===== src/verilog/osd_pkg.sv =====
// Purpose: shared constants and types of the octal serial port decode and acknowledge block
// Assumes: one 50 MHz clock, 32-bit AXI4-Lite register access
// Notes: all offsets, field positions, reset values and cycle counts live here
package osd_pkg;

  // clock and command clock timing
  localparam int CLK_PERIOD_NS = 20;
  localparam int CCLK_PERIOD_NS = 100;
  localparam int CCLK_CYCLES = (CCLK_PERIOD_NS + CLK_PERIOD_NS - 1) / CLK_PERIOD_NS;
  localparam int DIV_W = 3;

  // port geometry
  localparam int N_CHAN = 8;
  localparam int N_TAPS = 8;
  localparam int IO_ADDR_W = 16;
  localparam int MATCH_LSB = 5;
  localparam int NARROW_MSB = 7;
  localparam int CHSEL_LSB = 2;
  localparam int SEL_W = 4;

  // register byte offsets
  localparam logic [7:0] REG_BASE = 8'h00;
  localparam logic [7:0] REG_ACK = 8'h04;
  localparam logic [7:0] REG_STATUS = 8'h08;
  localparam logic [7:0] REG_MASK = 8'h0c;
  localparam logic [7:0] REG_STATE = 8'h10;

  // field positions
  localparam int BASE_EXT_BIT = 0;
  localparam int ACK_XSEL_LSB = 0;
  localparam int ACK_ASEL_LSB = 8;
  localparam int STATUS_TX_LSB = 8;
  localparam int STATE_TAPS_LSB = 0;
  localparam int STATE_ACTIVE_BIT = 8;
  localparam int STATE_DOE_BIT = 9;
  localparam int STATE_CH_LSB = 12;

  // reset values
  localparam logic [10:0] SW_RST = 11'h000;
  localparam logic EXT_RST = 1'b0;
  localparam logic [3:0] SEL_RST = 4'h0;
  localparam logic [15:0] MASK_RST = 16'h0000;

  // axi responses
  localparam logic [1:0] RESP_OKAY = 2'h0;
  localparam logic [1:0] RESP_SLVERR = 2'h2;

  // complete state of the top module
  typedef struct packed {
    logic awready;
    logic wready;
    logic arready;
    logic aw_held;
    logic [7:0] aw_addr;
    logic w_held;
    logic [31:0] w_data;
    logic [3:0] w_strb;
    logic bvalid;
    logic [1:0] bresp;
    logic rvalid;
    logic [31:0] rdata;
    logic [1:0] rresp;
    logic [10:0] open_sw;
    logic ext_io;
    logic [3:0] xack_sel;
    logic [3:0] aack_sel;
    logic [15:0] status;
    logic [15:0] mask;
    logic [15:0] ev_prev;
    logic irq;
    logic [7:0] cs;
    logic rw;
    logic [1:0] reg_sel;
    logic [7:0] wdata;
    logic [7:0] rdat;
    logic doe;
    logic xack;
    logic aack;
    logic ack_oe;
    logic [DIV_W-1:0] div;
    logic active;
    logic [2:0] last_ch;
  } osd_state_t;

  // state of the delay chain
  typedef struct packed {
    logic [N_TAPS-1:0] taps;
  } osd_chain_t;

endpackage : osd_pkg


===== src/verilog/osd_ack_if.sv =====
// Purpose: link between the port logic and its acknowledge delay chain
// Assumes: both ends on aclk
// Notes: clear holds the chain empty, tick shifts in a one
interface osd_ack_if;
  logic clear;
  logic tick;
  logic [osd_pkg::N_TAPS-1:0] taps;

  modport ctl (output clear, output tick, input taps);
  modport chain (input clear, input tick, output taps);
endinterface : osd_ack_if


===== src/verilog/osd_port.sv =====
// Purpose: I/O port decode, channel select and acknowledge timing for an eight channel serial board
// Assumes: bus strobes and address are synchronous to aclk; registers reached over AXI4-Lite
// Notes: every output is registered, so bus side outputs lag the bus inputs by one cycle
//
// Local design decisions: the placing of the registers and register access over AXI4-Lite.

// Operation
// [RULE_01] answer 32 consecutive ports whose base is any multiple of 32
// [RULE_02] match only when every compared bit 15..5 equals its setting
// [RULE_03] closed setting compares for zero, open setting compares for one
// [RULE_04] extended mode compares bits 15..5, otherwise only bits 7..5
// [RULE_05] channel selects only while matched and a read or write strobe is active
// [RULE_06] bits 4..2 assert exactly one of eight channel selects
// [RULE_07] each channel holds four consecutive ports, all readable and writable
// [RULE_08] channel read/write line high for write, low for read
// [RULE_09] xack and aack each delayed 0 to 800 ns in 100 ns steps
// [RULE_10] xack should match access time, aack should come as early as possible
// [RULE_11] every command to this board is acknowledged
// [RULE_12] receiver full or transmitter empty from any channel can raise interrupt
// [RULE_13] data flows both into and out of the board
// [RULE_14] data drives bus only while addressed and reading, else inward
// [RULE_15] delay chain cleared while idle, shifts ones at command clock rate
// [RULE_16] ack drivers enabled only during a command; zero delay means at select
// [RULE_17] master ends the cycle on xack only, aack is advance notice
// [RULE_18] address bits 1..0 go to the channel as its register select
module osd_port #(
  parameter int CCLK_CYC = osd_pkg::CCLK_CYCLES
) (
  // clock and reset
  input wire logic aclk,
  input wire logic aresetn,
  // axi4-lite write address
  input wire logic [31:0] s_axi_awaddr,
  input wire logic s_axi_awvalid,
  output logic s_axi_awready,
  // axi4-lite write data
  input wire logic [31:0] s_axi_wdata,
  input wire logic [3:0] s_axi_wstrb,
  input wire logic s_axi_wvalid,
  output logic s_axi_wready,
  // axi4-lite write response
  output logic [1:0] s_axi_bresp,
  output logic s_axi_bvalid,
  input wire logic s_axi_bready,
  // axi4-lite read address
  input wire logic [31:0] s_axi_araddr,
  input wire logic s_axi_arvalid,
  output logic s_axi_arready,
  // axi4-lite read data
  output logic [31:0] s_axi_rdata,
  output logic [1:0] s_axi_rresp,
  output logic s_axi_rvalid,
  input wire logic s_axi_rready,
  // system bus command and address
  input wire logic [15:0] io_addr,
  input wire logic io_rd_n,
  input wire logic io_wr_n,
  // system bus data, two-way
  input wire logic [7:0] bus_data_in,
  output logic [7:0] bus_data_out,
  output logic bus_data_oe,
  // system bus acknowledges
  output logic xack,
  output logic aack,
  output logic ack_oe,
  // channel side
  output logic [7:0] chan_cs,
  output logic chan_rw,
  output logic [1:0] chan_reg_sel,
  output logic [7:0] chan_wdata,
  input wire logic [7:0] chan_rdata,
  input wire logic [7:0] chan_rx_full,
  input wire logic [7:0] chan_tx_empty,
  // interrupt
  output logic irq
);

  osd_pkg::osd_state_t s_q;
  osd_pkg::osd_state_t n;

  osd_ack_if ack_link ();

  // byte-lane merge of a register write
  function automatic logic [31:0] wr_merge(input logic [31:0] old, input logic [31:0] data,
                                           input logic [3:0] strb);
    logic [31:0] r;
    r = old;
    for (int i = 0; i < 4; i++) begin
      if (strb[i]) begin
        r[i*8 +: 8] = data[i*8 +: 8];
      end
    end
    return r;
  endfunction : wr_merge

  // compare address bits against switch settings
  function automatic logic addr_match(input logic [15:0] addr, input logic [10:0] open_sw,
                                      input logic ext);
    logic [10:0] diff;
    logic [10:0] used;
    // closed (0) wants a low line, open (1) wants a high line
    diff = addr[15:osd_pkg::MATCH_LSB] ^ open_sw;
    // narrow mode drops bits 15..8 from the compare
    used = ext ? 11'h7ff : 11'h007;
    return ~|(diff & used);
  endfunction : addr_match

  // choose an acknowledge timing from the chain
  function automatic logic ack_pick(input logic [3:0] sel, input logic [7:0] taps);
    logic r;
    if (sel == 4'h0) begin
      r = 1'b1;
    end else if (sel > 4'h8) begin
      r = taps[7];
    end else begin
      r = taps[3'(sel - 4'h1)];
    end
    return r;
  endfunction : ack_pick

  // acknowledge delay chain
  osd_ack_chain u_chain (
    .aclk (aclk),
    .aresetn (aresetn),
    .ack (ack_link.chain)
  );

  // divider word type, declared ahead of its first use
  typedef logic [osd_pkg::DIV_W-1:0] osd_div_t;

  // chain control from the current state
  // [RULE_15] idle clear, timed shift
  assign ack_link.clear = !s_q.active;
  assign ack_link.tick = s_q.active && (s_q.div == osd_div_t'(CCLK_CYC - 1));

  // next state of everything
  always_comb begin
    logic cmd;
    logic sel;
    logic act;
    logic [15:0] ev;
    logic [15:0] clr;
    logic [31:0] base_word;
    logic [31:0] ack_word;
    logic [31:0] mask_word;
    logic [31:0] mw;
    cmd = 1'b0;
    sel = 1'b0;
    act = 1'b0;
    ev = '0;
    clr = '0;
    base_word = '0;
    ack_word = '0;
    mask_word = '0;
    mw = '0;
    n = s_q;

    // register views
    base_word[15:osd_pkg::MATCH_LSB] = s_q.open_sw;
    base_word[osd_pkg::BASE_EXT_BIT] = s_q.ext_io;
    ack_word[osd_pkg::ACK_XSEL_LSB +: osd_pkg::SEL_W] = s_q.xack_sel;
    ack_word[osd_pkg::ACK_ASEL_LSB +: osd_pkg::SEL_W] = s_q.aack_sel;
    mask_word[15:0] = s_q.mask;

    // axi write channel capture, either order
    if (s_axi_awvalid && s_q.awready) begin
      n.aw_held = 1'b1;
      n.aw_addr = s_axi_awaddr[7:0];
    end
    if (s_axi_wvalid && s_q.wready) begin
      n.w_held = 1'b1;
      n.w_data = s_axi_wdata;
      n.w_strb = s_axi_wstrb;
    end
    if (s_q.bvalid && s_axi_bready) begin
      n.bvalid = 1'b0;
    end

    // perform a write once address and data are both held
    if (s_q.aw_held && s_q.w_held && !s_q.bvalid) begin
      n.aw_held = 1'b0;
      n.w_held = 1'b0;
      n.bvalid = 1'b1;
      n.bresp = osd_pkg::RESP_OKAY;
      unique case (s_q.aw_addr)
        osd_pkg::REG_BASE: begin
          // [RULE_01] base on 32-port steps
          mw = wr_merge(base_word, s_q.w_data, s_q.w_strb);
          n.open_sw = mw[15:osd_pkg::MATCH_LSB];
          n.ext_io = mw[osd_pkg::BASE_EXT_BIT];
        end
        osd_pkg::REG_ACK: begin
          // [RULE_10] software picks both delays
          mw = wr_merge(ack_word, s_q.w_data, s_q.w_strb);
          n.xack_sel = mw[osd_pkg::ACK_XSEL_LSB +: osd_pkg::SEL_W];
          n.aack_sel = mw[osd_pkg::ACK_ASEL_LSB +: osd_pkg::SEL_W];
        end
        osd_pkg::REG_STATUS: begin
          mw = wr_merge(32'h0000_0000, s_q.w_data, s_q.w_strb);
          clr = mw[15:0];
        end
        osd_pkg::REG_MASK: begin
          mw = wr_merge(mask_word, s_q.w_data, s_q.w_strb);
          n.mask = mw[15:0];
        end
        osd_pkg::REG_STATE: begin
          n.bresp = osd_pkg::RESP_OKAY;
        end
        default: begin
          n.bresp = osd_pkg::RESP_SLVERR;
        end
      endcase
    end

    // axi read
    if (s_q.rvalid && s_axi_rready) begin
      n.rvalid = 1'b0;
    end
    if (s_axi_arvalid && s_q.arready) begin
      n.rvalid = 1'b1;
      n.rresp = osd_pkg::RESP_OKAY;
      n.rdata = '0;
      unique case (s_axi_araddr[7:0])
        osd_pkg::REG_BASE: begin
          n.rdata = base_word;
        end
        osd_pkg::REG_ACK: begin
          n.rdata = ack_word;
        end
        osd_pkg::REG_STATUS: begin
          n.rdata[15:0] = s_q.status;
        end
        osd_pkg::REG_MASK: begin
          n.rdata = mask_word;
        end
        osd_pkg::REG_STATE: begin
          n.rdata[osd_pkg::STATE_TAPS_LSB +: osd_pkg::N_TAPS] = ack_link.taps;
          n.rdata[osd_pkg::STATE_ACTIVE_BIT] = s_q.active;
          n.rdata[osd_pkg::STATE_DOE_BIT] = s_q.doe;
          n.rdata[osd_pkg::STATE_CH_LSB +: 3] = s_q.last_ch;
        end
        default: begin
          n.rresp = osd_pkg::RESP_SLVERR;
        end
      endcase
    end

    // ready flags follow the next holding state
    n.awready = !n.aw_held && !n.bvalid;
    n.wready = !n.w_held && !n.bvalid;
    n.arready = !n.rvalid;

    // board match and command detect
    // [RULE_02] all compared bits equal
    // [RULE_03] closed zero, open one
    // [RULE_04] extended or narrow compare
    sel = addr_match(io_addr, s_q.open_sw, s_q.ext_io);
    cmd = !io_rd_n || !io_wr_n;
    // [RULE_05] decoder gated by command
    act = sel && cmd;
    n.active = act;

    // channel select and register select
    // [RULE_06] one of eight selects
    // [RULE_07] four ports per channel
    n.cs = act ? 8'(8'h01 << io_addr[4:osd_pkg::CHSEL_LSB]) : 8'h00;
    if (act) begin
      n.last_ch = io_addr[4:osd_pkg::CHSEL_LSB];
    end
    // [RULE_18] low bits pick channel port
    n.reg_sel = io_addr[1:0];
    // [RULE_08] write high, read low
    n.rw = !io_wr_n;

    // data path both ways
    // [RULE_13] inward and outward data
    n.wdata = bus_data_in;
    n.rdat = chan_rdata;
    // [RULE_14] drive only on addressed read
    n.doe = sel && !io_rd_n;

    // command clock divider, restarts with every command
    if (!s_q.active) begin
      n.div = '0;
    end else if (s_q.div == osd_div_t'(CCLK_CYC - 1)) begin
      n.div = '0;
    end else begin
      n.div = s_q.div + osd_div_t'(1);
    end

    // acknowledge outputs
    // [RULE_09] selectable delays
    // [RULE_11] every command acknowledged
    // [RULE_16] drivers enabled during command
    n.ack_oe = act;
    n.xack = act && s_q.active && ack_pick(s_q.xack_sel, ack_link.taps);
    n.aack = act && s_q.active && ack_pick(s_q.aack_sel, ack_link.taps);
    if (act && (s_q.xack_sel == 4'h0)) begin
      n.xack = 1'b1;
    end
    if (act && (s_q.aack_sel == 4'h0)) begin
      n.aack = 1'b1;
    end

    // sticky channel events, set wins over clear
    // [RULE_12] receiver full or transmitter empty
    ev = {chan_tx_empty, chan_rx_full};
    n.ev_prev = ev;
    n.status = (s_q.status & ~clr) | (ev & ~s_q.ev_prev);
    n.irq = |(n.status & n.mask);
  end

  // state register
  always_ff @(posedge aclk) begin
    if (!aresetn) begin
      s_q <= '0;
      s_q.open_sw <= osd_pkg::SW_RST;
      s_q.ext_io <= osd_pkg::EXT_RST;
      s_q.xack_sel <= osd_pkg::SEL_RST;
      s_q.aack_sel <= osd_pkg::SEL_RST;
      s_q.mask <= osd_pkg::MASK_RST;
    end else begin
      s_q <= n;
    end
  end

  // outputs straight from the state register
  assign s_axi_awready = s_q.awready;
  assign s_axi_wready = s_q.wready;
  assign s_axi_bvalid = s_q.bvalid;
  assign s_axi_bresp = s_q.bresp;
  assign s_axi_arready = s_q.arready;
  assign s_axi_rvalid = s_q.rvalid;
  assign s_axi_rdata = s_q.rdata;
  assign s_axi_rresp = s_q.rresp;
  assign bus_data_out = s_q.rdat;
  assign bus_data_oe = s_q.doe;
  assign xack = s_q.xack;
  assign aack = s_q.aack;
  assign ack_oe = s_q.ack_oe;
  assign chan_cs = s_q.cs;
  assign chan_rw = s_q.rw;
  assign chan_reg_sel = s_q.reg_sel;
  assign chan_wdata = s_q.wdata;
  assign irq = s_q.irq;

endmodule : osd_port


===== src/verilog/osd_ack_chain.sv =====
// Purpose: delay chain giving acknowledge taps at command clock steps
// Assumes: tick is a one-cycle enable at the command clock rate
// Notes: tap k rises k+1 ticks after clear is released
module osd_ack_chain (
  // clock and reset
  input wire logic aclk,
  input wire logic aresetn,
  // link to port logic
  osd_ack_if.chain ack
);

  osd_pkg::osd_chain_t s_q;
  osd_pkg::osd_chain_t s_d;

  // hold cleared while idle, shift ones on each tick
  always_comb begin
    s_d = s_q;
    if (ack.clear) begin
      s_d.taps = '0;
    end else if (ack.tick) begin
      s_d.taps = {s_q.taps[osd_pkg::N_TAPS-2:0], 1'b1};
    end
  end

  // state register
  always_ff @(posedge aclk) begin
    if (!aresetn) begin
      s_q <= '0;
    end else begin
      s_q <= s_d;
    end
  end

  assign ack.taps = s_q.taps;

endmodule : osd_ack_chain


===== config.mk =====
export PLATFORM = sky130hd
export DESIGN_NAME = osd_port
export DESIGN_NICKNAME = d
export VERILOG_FILES = /design/src/verilog/osd_pkg.sv /design/src/verilog/osd_ack_if.sv /design/src/verilog/osd_port.sv /design/src/verilog/osd_ack_chain.sv
export SDC_FILE = /design/constraint.sdc
export NUM_CORES = 1
export LEC_CHECK = 0
export BUFFER_PORTS_ARGS = -buffer_cell sky130_fd_sc_hd__clkbuf_2
export CORE_AREA = 2 2 157 120
export CTS_BUF_LIST = sky130_fd_sc_hd__clkbuf_8
export DETAILED_ROUTE_END_ITERATION = 7
export DIE_AREA = 0 0 159 122
export PLACE_DENSITY = 0.72
export SETUP_SLACK_MARGIN = 0.15
export SYNTH_ARGS = -nofsm -noshare
export SYNTH_HDL_FRONTEND = slang
export SYNTH_HIERARCHICAL = 1
export SYNTH_SLANG_ARGS = --single-unit

===== constraint.sdc =====
create_clock -name aclk -period 3.3 [get_ports aclk]
set_input_delay 0.66 -clock aclk [delete_from_list [all_inputs] [get_ports aclk]]
set_output_delay 0.66 -clock aclk [all_outputs]
set_load 0.01 [all_outputs]

Word-level counts from Yosys, hierarchy flattened
Cells that the tools add are included.

word-level totals
  flip-flop bits (word level) = 185
  bits in latches = 0
  bits in writable memories = 0
  ROM bits = 0
  memories = 0

cells by class
  $add $sub $neg = 3
  multipliers = 0
  divide/modulo/power cells = 0
  $lt $le $gt $ge = 4
  equal/unequal tests = 9
  shift operators = 1
  multiplexer cells = 33
  bitwise gates (word level) = 10
  reduce and logical (&&, ||, !) cells = 41

operators with widths
  kind                  number
  $mux W16              4
  $pmux W10 S5          1
  $and A16 B16 Y16      3
  $mux W37              1
  $mux W35              1
  $eq A8 B4 Y1 const B  4
  $mux W8               4
  $not A16 Y16          2
  $logic_and A1 B1 Y1   17
  $eq A8 B3 Y1 const B  2
  $eq A8 B5 Y1 const B  2
  $logic_not A8 Y1      2
  $or A16 B16 Y16       1
  $reduce_or A16 Y1     1
  $mux W1               12
  $pmux W3 S4           1
  $reduce_and A3 Y1     4
  $and A11 B11 Y11      1
  $mux W11              1
  $reduce_or A11 Y1     1
  $xor A11 B11 Y11      1
  $reduce_or A5 Y1      2
  $mux W9               1
  $gt A4 B4 Y1 const B  2
  16 further kinds      30

Logic depth before layout (Yosys ltp)
  depth after elaboration = 8
  gate-level depth with buffers = 8
  gate-level depth less buffers = 8

Modules after synthesis
Netlist, hierarchy kept.

modules (own cells, without submodules)
  module         times used  cells an instance  area each (µm²)  seq. area each (µm²)
  osd_port       1           738                6756.5           3143.0
  osd_ack_chain  1           27                 286.5            160.2

Worst setup path before layout
OpenSTA, ideal clock, no wires.

  path kind = register to register
  start = register s_q[188] in the netlist's numbering
  end = register s_q (netlist bit irq)
  setup time = 0.125 ns
  arrival = 2.341 ns
  data required time = 3.175 ns
  path slack = 0.833 ns
  stages on the path, launching flop included = 7
  path buffers = 0
  clock period less this slack = 2.467 ns
  cell sequence = dfxtp_1 or4_4 nor4_4 mux2_2 a22oi_1 nand4_1 o41a_1

between the ends
  cells in the longest elaborated chain, start to end = 8
  elaborated cells on any way between the ends = 11

ends and longest elaborated chain
  element                   RTL line         source
  start: declaration        osd_port.sv:78   osd_pkg::osd_state_t s_q;
  start signal: assignment  osd_port.sv:323  s_q <= n;
  $eq A8 B4 Y1              osd_port.sv:185  unique case (s_q.aw_addr)
  $mux W16                  osd_port.sv:185
  $mux W16                  osd_port.sv:180  if (s_q.aw_held && s_q.w_held && !s_q.bvalid) begin
  $not A16 Y16              osd_port.sv:309  n.status = (s_q.status & ~clr) | (ev & ~s_q.ev_prev);
  $and A16 B16 Y16          osd_port.sv:309
  $or A16 B16 Y16           osd_port.sv:309
  $and A16 B16 Y16 (*)      osd_port.sv:310  n.irq = |(n.status & n.mask);
  $reduce_or A16 Y1 (*)     osd_port.sv:310

Mark *: on every way between the ends. The rest lies on a longest branch, timed or not.
A chain may end at the register's enable or synchronous reset.

Worst setup path after layout
Same ends and word-level chain as after synthesis.

==> impl_metrics.yaml <==
logic_synthesis:
  synth_edf_count: 0
  seq_area_frac_synth: 0.469
  yosys.area_share.adder: 0.0107
  ys_seq_elements: 165
  syn_avg_cell_area_um2: 9.21
  synth_top_family_by_area: "simple AND/OR/NAND/NOR gates"
  syn_area_um2: 7040
  synth.area.top_cells: "dfxtp_1 47%, mux2i_1 7.2%, buf_4 6.6%"
  ys_async_sr_fraction: 0
  yosys.area.top_type: "dfxtp_1"
  synth_top_area_share: 0.469
  synthMuxAreaShare: 0.104
  synthTopCellsByCount: "165 x dfxtp_1, 86 x nor2_1, 74 x nand2_1"
  synth-main-ff-cell: "dfxtp_1"
  synth.most_common_cell: "dfxtp_1"
  syn_inst: 765
  ys_warn_count: 6
  synth_compound_area_frac: 0.0950
  yosysUniqueCellTypes: 51
  synth-simple-area-share: 0.209
  synthXorXnorAreaFrac: 0.0162
clock_network:
  clockRootBuffer: "clkbuf_8"
  holdBufCountCts: 0
  post-cts-setup-buffers: 0
  insertion_delay_ps: 460
  ctsLongestPathBuffers: 2
  cts-buffers-inserted: 17
  ctsResizeCount: 0
  cts_sinks: 165
  htree_levels: 4
  clk_transition_reported_paths_ps: 90
  cts_tree: "built"
floorplanning:
  fp.dieW_um: 159
  dieArea_um2: 19400
  core_um2: 18100
  start_util: 0.390
  ios: 230
  die_height_um: 122
  row_count: 43
worst_setup_path:
  cp_num_buf_inv: 1
  cp.arrival_ps: 2910
  rrSetupSlack_ps: 750
  critPathRequiredTime_ps: 3650
  cp_max_fo: 8
  crit_chain: "or4_4 > nor4_4 > buf_4 > mux2_2 > a22oi_1 > nand4_1 > o41a_1"
  worstSetupPathType: "flip-flop to flip-flop"
  startpoint_type: "flip-flop"
  slowest_delay_ps: 570
  critPathCaptureType: "flip-flop"
  crit_slowest_cell: "or4_4"
  crit_family: "simple AND/OR/NAND/NOR gates"
drt:
  ant_nets: 0
  dr.pass1.iters: 5
  wl_per_cell_um: 16.0
  vias_per_cell: 4.97
  drcViolationCount: 0
  wirelength_um: 17900
  drtIter0Drc: 546
  via_count: 5544
grt:
  grt_pass1_vias: 5016
  grt_max_degree: 54
  antenna_found_initial: 0
  grt.total_usage: 0.183
  gr-total-overflow: 0
  grt_first_pass_wirelength_um: 27500
timing:
  clock_skew_ps: 12.3
  hold_ws_ps: 366
  hold_violations: 0
  grt_setup_unrepaired: "false"
  fin_crit_ps: 2550
  setup-violations-final: 0
  tightestPinTransition_ps: 865
  fin_setup_tns_ps: 0
  fmax_mhz: 391
  finalCritPeriodShare: 0.774
  slew_violations: 0
  max-slew-margin-rel: 0.422
power_and_ir_drop:
  seq_power_share: 0.511
  p_leak_nw: 3.46
  ir_drop_mv: 0.238
  switching_share: 0.247
  p_int_mw: 3.09
  power_density_nw_per_um2: 510
  netSwitchingPower_mw: 1.01
  combPwrFrac: 0.075
  power.share.clock: 0.413
layout:
  fill_cells: 1800
  syn_to_final_growth_pct: 14.3
  fin_area_um2: 8050
  nNetsFinal: 1019
  multi_input_comb_area_um2: 3130
  drive_gt1_frac: 0.235
  postLayoutCoreUtil: 0.445
  n_antenna_cell: 0
  seq_area_um2: 3300
outcome:
  outcome: "complete, no violations"
flow_run:
  cap_violations: 0
placed_design:
  dp_hpwl_um: 13300
  gp_congestion: 0.920
  placed_area_um2: 7590
  portBuffers: 145
min_path:
  min_path_type: "input port to flip-flop"
## routing by layer
metal	wire, um	part of all wire	vias to the layer above	GRT usage
met5	0	0	-	0
met4	193	0.011	0	0.0426
met3	1410	0.079	15	0.0545
met2	7700	0.43	212	0.271
met1	8550	0.48	2594	0.263
li1	-	-	2723	-
## registers in the layout, indices dropped and copies added, names as in the netlist, 2 cells and up
name and flops:
chan_cs 8, chan_reg_sel 2, s_axi_rdata 16, u_chain/ack.taps 8, bus_data_out 8, chan_wdata 8, s_q 103
## layout by cell type, fill, tap and decap left out, types with 12 or more instances in the layout
cell and n:
dfxtp_1 165, clkbuf_2 145, nor2_1 86, nand2_1 74, mux2i_1 51, a21oi_1 51
and2_1 45, nor2b_1 18, conb_1 18, o21ai_0 17, clkbuf_8 17, nor3_1 16
inv_1 14, nand3_1 12, nand4_1 12
## power groups by stage
stage | Combinational, mW | Clock, mW | Sequential (mW)
2_1_floorplan | 0.216 | 0 | 2.13
4_1_cts | 0.310 | 1.73 | 2.10
3_5_place_dp | 0.309 | 0 | 2.15
6_report | 0.310 | 1.70 | 2.10
3_3_place_gp | 0.305 | 0 | 2.14
5_1_grt | 0.344 | 1.82 | 2.11
## final cells by class
type	instances	area share
sequential	165	0.410
multi-input combinational	503	0.389
timing repair buffer	154	0.0985
tap	247	0.0384
clock buffer	17	0.0291
clock inverter	15	0.0280
inverter	15	0.00699
## through the flow
| step | setup slack (ps) | power, mW | cells |
|---|---|---|---|
| final | 745 | 4.11 | 1116 |
| after global placement | 629 | 2.45 | 1084 |
| after floorplan | 833 | 2.35 | 782 |
| after global routing | 589 | 4.27 | 1116 |
| after CTS | 740 | 4.14 | 1116 |
| after detailed placement | 611 | 2.45 | 1084 |
## path summary, 6_finish.rpt
check / start / to / cells past startpoint
setup reg to reg: s_q[188] / irq / 7
setup / recovery: s_q[188] / irq / 7
hold / removal: io_wr_n / chan_rw / 2
hold reg to reg: s_axi_rdata[4] / s_axi_rdata[4] / 2
## cell families (layout without fill, tap and decap cells)
kind of cell / count (synthesis) / after routing
muxes: 65 / 65
xor gates and xnor gates: 13 / 13
and+or+nand+nor: 295 / 295
buffers and inverters: 114 / 201
AOI/OAI and AO/OA: 106 / 106
other: 1 / 18
DFF: 165 / 165
adders and majority gates: 6 / 6
(Power assumes the default switching activity.)
